$ cat src/hdl/sqc_pkg.sv
// Package of offsets, field positions, reset values and counts for sqc.
package sqc_pkg;

  // ---------------------------------------------------------------
  // Register offsets (byte addresses on the register port)
  // ---------------------------------------------------------------
  localparam logic [7:0] OFS_CTRL    = 8'h00;
  localparam logic [7:0] OFS_INSRC   = 8'h04;
  localparam logic [7:0] OFS_SEQ0    = 8'h08;
  localparam logic [7:0] OFS_SEQ1    = 8'h0c;
  localparam logic [7:0] OFS_GRES0   = 8'h10;
  localparam logic [7:0] OFS_GRES1   = 8'h14;
  localparam logic [7:0] OFS_DAT0    = 8'h20;
  localparam logic [7:0] OFS_THLO0   = 8'h50;
  localparam logic [7:0] OFS_THLO1   = 8'h54;
  localparam logic [7:0] OFS_THHI0   = 8'h58;
  localparam logic [7:0] OFS_THHI1   = 8'h5c;
  localparam logic [7:0] OFS_THRSEL  = 8'h60;
  localparam logic [7:0] OFS_INTEN   = 8'h64;
  localparam logic [7:0] OFS_FLAGS   = 8'h68;

  // ---------------------------------------------------------------
  // Field positions
  // ---------------------------------------------------------------
  localparam int CTRL_ASYNC_BIT = 8;
  localparam int CTRL_RES_LSB   = 9;
  localparam int SEQ_TRIG_LSB   = 12;
  localparam int SEQ_BURST_BIT  = 16;
  localparam int SEQ_START_BIT  = 26;
  localparam int SEQ_EN_BIT     = 31;
  localparam int DAT_RES_LSB    = 4;
  localparam int DAT_CHAN_LSB   = 26;
  localparam int DAT_OVR_BIT    = 30;
  localparam int DAT_DONE_BIT   = 31;
  localparam int FLG_OVR_LSB    = 12;
  localparam int FLG_SEQ_LSB    = 28;
  localparam int FLG_THANY_BIT  = 30;
  localparam int FLG_OVANY_BIT  = 31;
  localparam int IEN_THCMP_BIT  = 2;
  localparam int IEN_OVR_BIT    = 3;

  // ---------------------------------------------------------------
  // Reset values and codes
  // ---------------------------------------------------------------
  localparam logic [7:0]  CTRL_DIV_RST   = 8'h00;
  localparam logic        CTRL_ASYNC_RST = 1'b0;
  localparam logic [1:0]  CTRL_RES_RST   = 2'h3;
  localparam logic [1:0]  INSRC_TEMP     = 2'h3;
  localparam logic [1:0]  TRIG_PIN0      = 2'h1;
  localparam logic [1:0]  TRIG_PIN1      = 2'h2;
  localparam logic [11:0] SAR_MSB_CODE   = 12'h800;

  // ---------------------------------------------------------------
  // Timing counts, in conversion ticks or system clocks
  // ---------------------------------------------------------------
  localparam logic [3:0] SAMPLE_TICKS    = 4'h2;
  localparam logic [3:0] RESULT_SYNC_CYC = 4'h2;

  typedef enum logic [1:0] {
    SQC_IDLE    = 2'b00,
    SQC_SAMPLE  = 2'b01,
    SQC_CONVERT = 2'b10,
    SQC_FINISH  = 2'b11
  } sqc_state_t;

endpackage

$ cat src/hdl/sqc_seq_ctrl.sv
// Sequence controller for a successive approximation converter.
`timescale 1ns/10ps
// What this block does
// - Two conversion sequences, each with its own trigger choice.
// - Software starts and hardware triggers both work, mixed freely.
// - Enabled sequence converts one sample per trigger until disabled.
// - Converter input multiplexed among up to twelve channels.
// - Three interrupt outputs: sequence one, sequence two, threshold.
// - Threshold interrupt fires on threshold hit or data overrun.
// - Optional high and low threshold compare with low threshold crossing.
// - Register port always runs on the system clock.
// - Synchronous mode divides the system clock for conversion timing.
// - Asynchronous mode uses the independent clock undivided.
// - Asynchronous mode synchronises hardware triggers, adding latency.
// - A full accuracy conversion takes fifteen conversion clocks.
// - Input select value 3 routes temperature sensor; 0 restores pin.
// - Temperature reading arrives as an ordinary channel zero result.
// - Two pin trigger inputs, selectable by either sequence control.
// - Result is a linear twelve bit code, full scale 4095.
// - Result saturates at zero below and, above references, at the top code of the resolution: 0xfff at twelve bits.
// - Burst mode repeats conversions; lower resolutions convert faster.
module sqc_seq_ctrl
  import sqc_pkg::*;
#(
  parameter int NUM_CHAN = 12
) (
  input  wire logic        REF_CLK_IN,
  input  wire logic        SYS_RST_IN,
  input  wire logic [7:0]  ADDR_IN,
  input  wire logic [31:0] WR_DATA_IN,
  input  wire logic        WR_EN_IN,
  input  wire logic        RD_EN_IN,
  input  wire logic [1:0]  PIN_TRIG_IN,
  input  wire logic        CONV_CLK_IN,
  input  wire logic        COMP_IN,
  output logic [31:0]      RD_DATA_OUT,
  output logic [3:0]       CHAN_SEL_OUT,
  output logic             TEMP_SEL_OUT,
  output logic             SAMPLE_OUT,
  output logic [11:0]      DAC_CODE_OUT,
  output logic             BUSY_OUT,
  output logic             SEQ0_IRQ_OUT,
  output logic             SEQ1_IRQ_OUT,
  output logic             THCMP_IRQ_OUT
);

  // ---------------------------------------------------------------
  // State of the whole block
  // ---------------------------------------------------------------
  typedef struct packed {
    logic [7:0]                 div;
    logic                       async_mode;
    logic [1:0]                 res;
    logic [1:0]                 insrc;
    logic [1:0]                 seq_en;
    logic [1:0]                 seq_burst;
    logic [1:0][1:0]            seq_trig;
    logic [1:0][NUM_CHAN-1:0]   seq_mask;
    logic [1:0][3:0]            seq_ptr;
    logic [1:0]                 pend;
    logic [1:0][11:0]           thr_lo;
    logic [1:0][11:0]           thr_hi;
    logic [NUM_CHAN-1:0]        thrsel;
    logic [3:0]                 inten;
    logic [1:0]                 seq_flag;
    logic [NUM_CHAN-1:0]        thcmp;
    logic [NUM_CHAN-1:0]        ovr;
    logic [NUM_CHAN-1:0]        below;
    logic [NUM_CHAN-1:0]        seen;
    logic [NUM_CHAN-1:0][11:0]  res_code;
    logic [NUM_CHAN-1:0]        done;
    logic [1:0][11:0]           gcode;
    logic [1:0][3:0]            gchan;
    logic [1:0]                 pin_prev;
    logic [1:0]                 trig_s1;
    logic [1:0]                 trig_s2;
    logic [1:0]                 trig_s3;
    logic                       cclk_s1;
    logic                       cclk_s2;
    logic                       cclk_s3;
    logic [7:0]                 div_cnt;
    sqc_state_t                 state;
    logic                       cur_seq;
    logic [3:0]                 cur_chan;
    logic [3:0]                 bit_idx;
    logic [3:0]                 cyc;
    logic [11:0]                sar;
    logic [31:0]                rdata;
    logic [2:0]                 irq;
  } sqc_regs_t;

  sqc_regs_t q_ff;
  sqc_regs_t nxt_q;

  // Picks the next enabled channel at or after a start point.
  function automatic logic [3:0] next_chan(
    input logic [NUM_CHAN-1:0] mask,
    input logic [3:0]          from
  );
    logic [3:0] pick;
    logic       found;
    int         j;
    pick  = from;
    found = 1'b0;
    for (int i = 0; i < NUM_CHAN; i++) begin
      j = (int'(from) + i) % NUM_CHAN;
      if (!found && mask[j]) begin
        pick  = 4'(j);
        found = 1'b1;
      end
    end
    return pick;
  endfunction

  // Tells whether an address falls on a per-channel data register.
  function automatic logic is_dat(input logic [7:0] a);
    return (a >= OFS_DAT0) && (a < OFS_DAT0 + 8'(4 * NUM_CHAN));
  endfunction

  // ---------------------------------------------------------------
  // Next-state logic
  // ---------------------------------------------------------------
  // Bus writes and read side effects are applied first so that a
  // hardware event later in the same cycle wins over a clear.
  always_comb begin
    logic        tick;
    logic [1:0]  edge_hit;
    logic [1:0]  hw_hit;
    logic [1:0]  sw_go;
    logic [3:0]  ch;
    logic [3:0]  low_bit;
    logic [3:0]  didx;
    logic        s;
    logic        p;
    logic        commit;
    logic [11:0] code;
    tick     = 1'b0;
    edge_hit = 2'b00;
    hw_hit   = 2'b00;
    sw_go    = 2'b00;
    ch       = 4'h0;
    low_bit  = 4'({~q_ff.res, 1'b0});
    didx     = 4'((ADDR_IN - OFS_DAT0) >> 2);
    s        = 1'b0;
    p        = 1'b0;
    commit   = 1'b0;
    code     = q_ff.sar;
    nxt_q    = q_ff;

    // Register writes.
    if (WR_EN_IN) begin
      unique case (ADDR_IN)
        OFS_CTRL: begin
          nxt_q.div        = WR_DATA_IN[7:0];
          nxt_q.async_mode = WR_DATA_IN[CTRL_ASYNC_BIT];
          nxt_q.res        = WR_DATA_IN[CTRL_RES_LSB +: 2];
        end
        OFS_INSRC:  nxt_q.insrc = WR_DATA_IN[1:0];
        OFS_SEQ0, OFS_SEQ1: begin
          s = ADDR_IN[2];
          nxt_q.seq_mask[s]  = WR_DATA_IN[NUM_CHAN-1:0];
          nxt_q.seq_trig[s]  = WR_DATA_IN[SEQ_TRIG_LSB +: 2];
          nxt_q.seq_burst[s] = WR_DATA_IN[SEQ_BURST_BIT];
          nxt_q.seq_en[s]    = WR_DATA_IN[SEQ_EN_BIT];
          sw_go[s] = WR_DATA_IN[SEQ_START_BIT];
        end
        OFS_THLO0, OFS_THLO1: nxt_q.thr_lo[ADDR_IN[2]] = WR_DATA_IN[11:0];
        OFS_THHI0, OFS_THHI1: nxt_q.thr_hi[ADDR_IN[2]] = WR_DATA_IN[11:0];
        OFS_THRSEL: nxt_q.thrsel = WR_DATA_IN[NUM_CHAN-1:0];
        OFS_INTEN:  nxt_q.inten  = WR_DATA_IN[3:0];
        OFS_FLAGS: begin
          // Flags clear by writing ones.
          nxt_q.thcmp    = q_ff.thcmp & ~WR_DATA_IN[NUM_CHAN-1:0];
          nxt_q.ovr      = q_ff.ovr & ~WR_DATA_IN[FLG_OVR_LSB +: NUM_CHAN];
          nxt_q.seq_flag = q_ff.seq_flag & ~WR_DATA_IN[FLG_SEQ_LSB +: 2];
        end
        default: ;
      endcase
    end

    // Register reads; a data register read retires its done bit.
    nxt_q.rdata = 32'h0000_0000;
    if (RD_EN_IN) begin
      if (is_dat(ADDR_IN)) begin
        nxt_q.rdata[DAT_RES_LSB +: 12]  = q_ff.res_code[didx];
        nxt_q.rdata[DAT_CHAN_LSB +: 4]  = didx;
        nxt_q.rdata[DAT_OVR_BIT]        = q_ff.ovr[didx];
        nxt_q.rdata[DAT_DONE_BIT]       = q_ff.done[didx];
        nxt_q.done[didx]                = 1'b0;
      end else begin
        unique case (ADDR_IN)
          OFS_CTRL: nxt_q.rdata = {21'h0, q_ff.res, q_ff.async_mode,
                                   q_ff.div};
          OFS_INSRC: nxt_q.rdata[1:0] = q_ff.insrc;
          OFS_SEQ0, OFS_SEQ1: begin
            s = ADDR_IN[2];
            nxt_q.rdata[NUM_CHAN-1:0]       = q_ff.seq_mask[s];
            nxt_q.rdata[SEQ_TRIG_LSB +: 2]  = q_ff.seq_trig[s];
            nxt_q.rdata[SEQ_BURST_BIT]      = q_ff.seq_burst[s];
            nxt_q.rdata[SEQ_EN_BIT]         = q_ff.seq_en[s];
          end
          OFS_GRES0, OFS_GRES1: begin
            s = ADDR_IN[2];
            nxt_q.rdata[DAT_RES_LSB +: 12] = q_ff.gcode[s];
            nxt_q.rdata[DAT_CHAN_LSB +: 4] = q_ff.gchan[s];
            nxt_q.rdata[DAT_DONE_BIT]      = q_ff.seq_flag[s];
          end
          OFS_THLO0, OFS_THLO1: nxt_q.rdata[11:0] = q_ff.thr_lo[ADDR_IN[2]];
          OFS_THHI0, OFS_THHI1: nxt_q.rdata[11:0] = q_ff.thr_hi[ADDR_IN[2]];
          OFS_THRSEL: nxt_q.rdata[NUM_CHAN-1:0] = q_ff.thrsel;
          OFS_INTEN:  nxt_q.rdata[3:0] = q_ff.inten;
          OFS_FLAGS: begin
            nxt_q.rdata[NUM_CHAN-1:0]          = q_ff.thcmp;
            nxt_q.rdata[FLG_OVR_LSB +: NUM_CHAN] = q_ff.ovr;
            nxt_q.rdata[FLG_SEQ_LSB +: 2]      = q_ff.seq_flag;
            nxt_q.rdata[FLG_THANY_BIT]         = |q_ff.thcmp;
            nxt_q.rdata[FLG_OVANY_BIT]         = |q_ff.ovr;
          end
          default: nxt_q.rdata = 32'h0000_0000;
        endcase
      end
    end

    // Trigger capture. The async path waits two extra flops.
    nxt_q.pin_prev = PIN_TRIG_IN;
    nxt_q.trig_s1  = PIN_TRIG_IN;
    nxt_q.trig_s2  = q_ff.trig_s1;
    nxt_q.trig_s3  = q_ff.trig_s2;
    if (q_ff.async_mode) begin
      edge_hit = q_ff.trig_s2 & ~q_ff.trig_s3;
    end else begin
      edge_hit = PIN_TRIG_IN & ~q_ff.pin_prev;
    end

    // Conversion tick: divided system clock, or the sampled independent clock.
    nxt_q.cclk_s1 = CONV_CLK_IN;
    nxt_q.cclk_s2 = q_ff.cclk_s1;
    nxt_q.cclk_s3 = q_ff.cclk_s2;
    nxt_q.div_cnt = (q_ff.div_cnt >= q_ff.div) ? 8'h00 : q_ff.div_cnt + 8'h01;
    tick = q_ff.async_mode ? (q_ff.cclk_s2 & ~q_ff.cclk_s3)
                           : (q_ff.div_cnt >= q_ff.div);

    // Conversion engine.
    unique case (q_ff.state)
      SQC_IDLE: begin
        if (q_ff.pend[0] || q_ff.pend[1]) begin
          s = !q_ff.pend[0];
          nxt_q.pend[s] = 1'b0;
          if (q_ff.seq_mask[s] != '0) begin
            ch = next_chan(q_ff.seq_mask[s], q_ff.seq_ptr[s]);
            nxt_q.cur_chan = ch;
            nxt_q.cur_seq  = s;
            nxt_q.seq_ptr[s] = (ch == 4'(NUM_CHAN - 1)) ? 4'h0 : ch + 4'h1;
            nxt_q.cyc   = 4'h0;
            nxt_q.state = SQC_SAMPLE;
          end
        end
      end
      SQC_SAMPLE: begin
        if (tick) begin
          nxt_q.cyc = q_ff.cyc + 4'h1;
          if (q_ff.cyc == SAMPLE_TICKS - 4'h1) begin
            nxt_q.bit_idx = 4'hb;
            nxt_q.sar     = SAR_MSB_CODE;
            nxt_q.state   = SQC_CONVERT;
          end
        end
      end
      SQC_CONVERT: begin
        // One decision per tick; keeps the trial bit only if the input
        // is at or above it, so the code clamps at 0 and at ones down to low_bit, 0xfff at twelve bits.
        if (tick) begin
          if (!COMP_IN) begin
            nxt_q.sar[q_ff.bit_idx] = 1'b0;
          end
          if (q_ff.bit_idx == low_bit) begin
            nxt_q.cyc   = 4'h0;
            nxt_q.state = SQC_FINISH;
          end else begin
            nxt_q.bit_idx = q_ff.bit_idx - 4'h1;
            nxt_q.sar[q_ff.bit_idx - 4'h1] = 1'b1;
          end
        end
      end
      SQC_FINISH: begin
        if (q_ff.cyc == 4'h0) begin
          nxt_q.cyc = {3'h0, tick};
        end else if (!q_ff.async_mode
                     || q_ff.cyc == RESULT_SYNC_CYC + 4'h1) begin
          commit = 1'b1;
          nxt_q.state = SQC_IDLE;
        end else begin
          nxt_q.cyc = q_ff.cyc + 4'h1;
        end
      end
    endcase

    // Result commit with compare, crossing and overrun checks.
    if (commit) begin
      ch = q_ff.cur_chan;
      p  = q_ff.thrsel[ch];
      nxt_q.ovr[ch] = nxt_q.ovr[ch] | q_ff.done[ch];
      nxt_q.res_code[ch] = code;
      nxt_q.done[ch]     = 1'b1;
      nxt_q.gcode[q_ff.cur_seq] = code;
      nxt_q.gchan[q_ff.cur_seq] = ch;
      nxt_q.seq_flag[q_ff.cur_seq] = 1'b1;
      nxt_q.below[ch] = (code < q_ff.thr_lo[p]);
      nxt_q.seen[ch]  = 1'b1;
      if (code < q_ff.thr_lo[p] || code > q_ff.thr_hi[p]
          || (q_ff.seen[ch] && q_ff.below[ch] != (code < q_ff.thr_lo[p])))
      begin
        nxt_q.thcmp[ch] = 1'b1;
      end
    end

    // Trigger bookkeeping per sequence, after the engine took one.
    for (int k = 0; k < 2; k++) begin
      hw_hit[k] = (q_ff.seq_trig[k] == TRIG_PIN0 && edge_hit[0])
               || (q_ff.seq_trig[k] == TRIG_PIN1 && edge_hit[1]);
      if (!nxt_q.seq_en[k]) begin
        nxt_q.pend[k] = 1'b0;
      end else if (hw_hit[k] || sw_go[k]) begin
        nxt_q.pend[k] = 1'b1;
      end else if (q_ff.seq_burst[k] && q_ff.state == SQC_IDLE) begin
        nxt_q.pend[k] = 1'b1;
      end
    end

    // Interrupt lines follow the flags gated by their enables.
    nxt_q.irq[0] = nxt_q.seq_flag[0] & nxt_q.inten[0];
    nxt_q.irq[1] = nxt_q.seq_flag[1] & nxt_q.inten[1];
    nxt_q.irq[2] = ((|nxt_q.thcmp) & nxt_q.inten[IEN_THCMP_BIT])
                 | ((|nxt_q.ovr) & nxt_q.inten[IEN_OVR_BIT]);
  end

  // ---------------------------------------------------------------
  // State register, on the system clock only
  // ---------------------------------------------------------------
  // The one clock carries both the register port and the engine.
  always_ff @(posedge REF_CLK_IN or posedge SYS_RST_IN) begin
    if (SYS_RST_IN) begin
      q_ff            <= '0;
      q_ff.div        <= CTRL_DIV_RST;
      q_ff.async_mode <= CTRL_ASYNC_RST;
      q_ff.res        <= CTRL_RES_RST;
    end else begin
      q_ff <= nxt_q;
    end
  end

  // Outputs come straight from the state register.
  assign RD_DATA_OUT   = q_ff.rdata;
  assign CHAN_SEL_OUT  = q_ff.cur_chan;
  assign TEMP_SEL_OUT  = (q_ff.insrc == INSRC_TEMP);
  assign SAMPLE_OUT    = (q_ff.state == SQC_SAMPLE);
  assign DAC_CODE_OUT  = q_ff.sar;
  assign BUSY_OUT      = (q_ff.state != SQC_IDLE);
  assign SEQ0_IRQ_OUT  = q_ff.irq[0];
  assign SEQ1_IRQ_OUT  = q_ff.irq[1];
  assign THCMP_IRQ_OUT = q_ff.irq[2];

endmodule

$ cat config.mk
export PLATFORM = sky130hd
export DESIGN_NAME = sqc_seq_ctrl
export DESIGN_NICKNAME = d
export VERILOG_FILES = /design/src/hdl/sqc_pkg.sv /design/src/hdl/sqc_seq_ctrl.sv
export SDC_FILE = /design/constraint.sdc
export NUM_CORES = 1
export LEC_CHECK = 0
export BUFFER_PORTS_ARGS = -buffer_cell sky130_fd_sc_hd__buf_2
export CORE_ASPECT_RATIO = 0.9
export CORE_MARGIN = 8
export CORE_UTILIZATION = 45
export CTS_CLUSTER_DIAMETER = 80
export DETAILED_ROUTE_END_ITERATION = 16
export MAX_ROUTING_LAYER = met4
export PLACE_DENSITY_LB_ADDON = 0.15
export SLEW_MARGIN = 20
export SYNTH_ARGS = -nofsm -noshare
export SYNTH_HDL_FRONTEND = slang
export SYNTH_SLANG_ARGS = --single-unit
$ cat constraint.sdc
create_clock -name REF_CLK_IN -period 13.9 [get_ports REF_CLK_IN]
set_clock_uncertainty 0.05 [all_clocks]
set_input_delay 0.695 -clock REF_CLK_IN [delete_from_list [all_inputs] [get_ports REF_CLK_IN]]
set_output_delay 0.695 -clock REF_CLK_IN [all_outputs]
set_load 0.01 [all_outputs]
==> results.yml <==
detailed_routing:
  wl_met2_mm: 32.7
  routedWlPerCell_um: 25.2
  firstDrtPassIters: 7
  first_iter_violations: 1607
  routed_wl_mm: 74.5
  drc_errors: 0
  viasPerCell: 6.06
  ant_nets: 0
  vias: 17900
  met1_length_mm: 34.3
  met3RoutedLength_mm: 5.58
  maxUsedRoutingLayer: "met4"
clocking:
  cts_tree: "done"
  cts_setup_buffers: 0
  cts.clk_slew.worst_paths_ns: 0.06
  cts_hold_buf: 0
  cts-resized-gates: 0
  ctsRootBufferMaster: "clkbuf_16"
  clkLatencyLatePin_ns: 0.60
  h-tree-depth: 2
  cts_buffers: 48
  clk_path_buf_depth: 3
  numClockSinks: 434
worst_setup_path:
  crit_path_end_kind: "register"
  worstReg2RegEnd: "q_ff[392]$_DFFE_PP0P_"
  startpoint_type: "register"
  critPathTopFamily: "simple AND/OR/NAND/NOR gates"
  crit_required_ns: 14.32
  cp_max_fo: 32
  slowest_delay_ns: 0.56
  crit_start: "q_ff[383]$_DFFE_PP0P_"
  worstPathArrival_ns: 7.26
  critPathKind: "register to register"
  cp_num_buf_inv: 6
  reg2reg_slack_ns: 7.06
  reg2reg_from: "q_ff[383]$_DFFE_PP0P_"
  ff2ff_path_depth: 25
  critPathSlowestCell: "ha_1"
timing:
  slew_viol_final: 0
  slew_headroom: 0.223
  fin_ws_ns: 7.06
  min_period_over_period: 0.492
  tightest_slew_ns: 1.16
  setup_violations: 0
  finalHoldViolCount: 0
  clock.fmax_mhz: 146
  final.setup.tns_ns: 0
  period_needed_ns: 6.84
  rsz0062_at_grt: "no"
cells_and_area:
  finalNetCount: 2323
  final_cell_area_um2: 26900
  regArea_um2: 10900
  final_util: 0.499
  n_fill_cell: 4899
  multi_input_area_um2: 12500
  area_delta_synth_final_pct: 10.4
  drive_above_1_share: 0.284
yosys:
  ys_warn_count: 0
  yosysMostFrequentCell: "dfrtp_1"
  synth-seq-cells: 434
  netlist_instances: 2198
  netlist_area_um2: 24400
  synth_top_area_share: 0.443
  synth_commonest_cells: "dfrtp_1, mux2_2, nand2_1"
  synth_top_area_cell: "dfrtp_1"
  yosysSeqAreaShare: 0.445
  syn_area_per_cell_um2: 11.1
  yosys-top-cells-area: "dfrtp_1, mux2_2, mux4_2"
  synth_edf_count: 0
  synth.distinct_cells: 105
  yosys_most_used_dff: "dfrtp_1"
  ys_async_sr_fraction: 1.00
grt:
  grt_start_max_net_pins: 177
  grt_first_pass_wirelength_mm: 113
  grt_pass1_vias: 18100
  grt_use_total: 0.246
  antenna_found_initial: 8
  grt_overflow_total: 0
pwr:
  p_sw_w: 0.000821
  p_int_w: 0.00222
  peakVddDrop_uv: 80.4
  leakagePower_nw: 12.6
  combPwrFrac: 0.120
  power.density_nw_per_um2: 113
  seqPwrFrac: 0.435
  clkPwrFrac: 0.445
  swShare: 0.270
hold_path:
  hp-class: "input pin to async pin"
die:
  io_pins: 102
  floorplan.die_area_um2: 62000
  rows: 81
  die_h_um: 237
  floorplan.initialDensity: 0.452
  die_x_um: 262
  core_um2: 54000
placement:
  gp_congestion: 0.931
  dpl.hpwl_mm: 52.0
  placed_area_um2: 25200
  port_buffers: 95
  dp_slack_ns: 7.18
flow_run:
  max_cap_violations: 0
status:
  status: "finished, final reports clean"
## how the worst max path moves through the flow
stage / to / slack, ns / cells past startpoint
detailed placement: q_ff[392]$_DFFE_PP0P_ / 7.18 / 25
floorplan: CHAN_SEL_OUT[0]$_DFFE_PP0P_ / 1.07 / 1
global placement: q_ff[389]$_DFFE_PP0P_ / 7.24 / 24
global route: q_ff[387]$_DFFE_PP0P_ / 6.70 / 25
CTS: q_ff[392]$_DFFE_PP0P_ / 7.13 / 25
finish: q_ff[392]$_DFFE_PP0P_ / 7.06 / 25
## placed cells by master (no fill, tap or decap), types with 18 or more instances in the layout
master	n
dfrtp_1	432
mux2_2	309
nand2_1	189
o21ai_0	125
mux2i_1	106
buf_2	94
nor2_1	87
a21oi_1	73
ha_1	69
inv_1	49
clkbuf_16	49
nand3_1	48
mux4_2	48
buf_4	39
nor3_1	32
and2_1	31
nand2b_1	25
nor2b_1	22
a222oi_1	19
a211oi_1	19
a21boi_0	18
## worst reg2reg max path, stage by stage (launching register included)
cell	delay, ns
dfrtp_1	0.36
buf_4	0.28
mux2i_4	0.28
buf_4	0.24
inv_1	0.08
buf_4	0.33
ha_1	0.57
nor2_1	0.10
a2111o_1	0.43
and2_1	0.20
inv_1	0.07
ha_1	0.25
or4b_1	0.50
a211o_1	0.29
a31o_2	0.24
a21bo_1	0.22
and3_4	0.21
nor3_4	0.30
nand3_1	0.28
nor3b_1	0.33
nor3_2	0.10
xnor2_2	0.32
ha_1	0.33
inv_1	0.08
a31oi_1	0.15
a31oi_1	0.11
## flip-flops by register name, summed over array words and instances (netlist names)
signal	flops
q_ff	379
nxt_q	6
SEQ0_IRQ_OUT	1
CHAN_SEL_OUT	4
SEQ1_IRQ_OUT	1
RD_DATA_OUT	30
DAC_CODE_OUT	12
THCMP_IRQ_OUT	1
## final cells by class
class / count / share of cell area
Antenna cell: 4 / 0.000371
Tap cell: 705 / 0.0327
Timing Repair Buffer: 136 / 0.0302
Multi-Input combinational cell: 1534 / 0.463
Clock buffer: 60 / 0.0489
Clock inverter: 30 / 0.0140
Sequential cell: 434 / 0.403
Inverter: 52 / 0.00752
## routing by layer
layer  up-vias  GRT usage
li1       8091          -
met1      9106      0.345
met2       592      0.355
met3       118     0.0541
met4         0     0.0721
met5         -          -
## through the flow
stage	hold slack, ns	instances	total power [W]
floorplan	0.281	2199	0.00160
global placement	0.288	2860	0.00170
detailed placement	0.291	2860	0.00171
CTS	0.126	2950	0.00307
global route	0.142	2955	0.00316
finish	0.156	2955	0.00304
## cells by family after synthesis
kind of cell / after synthesis / synth area share
muxes: 467 / 0.234
AOI/OAI and AO/OA: 431 / 0.120
DFF: 434 / 0.445
and+or+nand+nor: 547 / 0.113
other: 1 / 0.000154
adders and majority gates: 69 / 0.0354
buffers and inverters: 231 / 0.0459
xor gates and xnor gates: 18 / 0.00707
## power groups by stage
stage                     registers [W]  clock network [W]  logic, W
after floorplan                 0.00134                  0  0.000264
after global placement          0.00135                  0  0.000357
after detailed placement        0.00135                  0  0.000360
after CTS                       0.00132            0.00138  0.000362
after global routing            0.00133            0.00143  0.000399
final                           0.00132            0.00135  0.000364
Power figures use the tool's default switching activity.
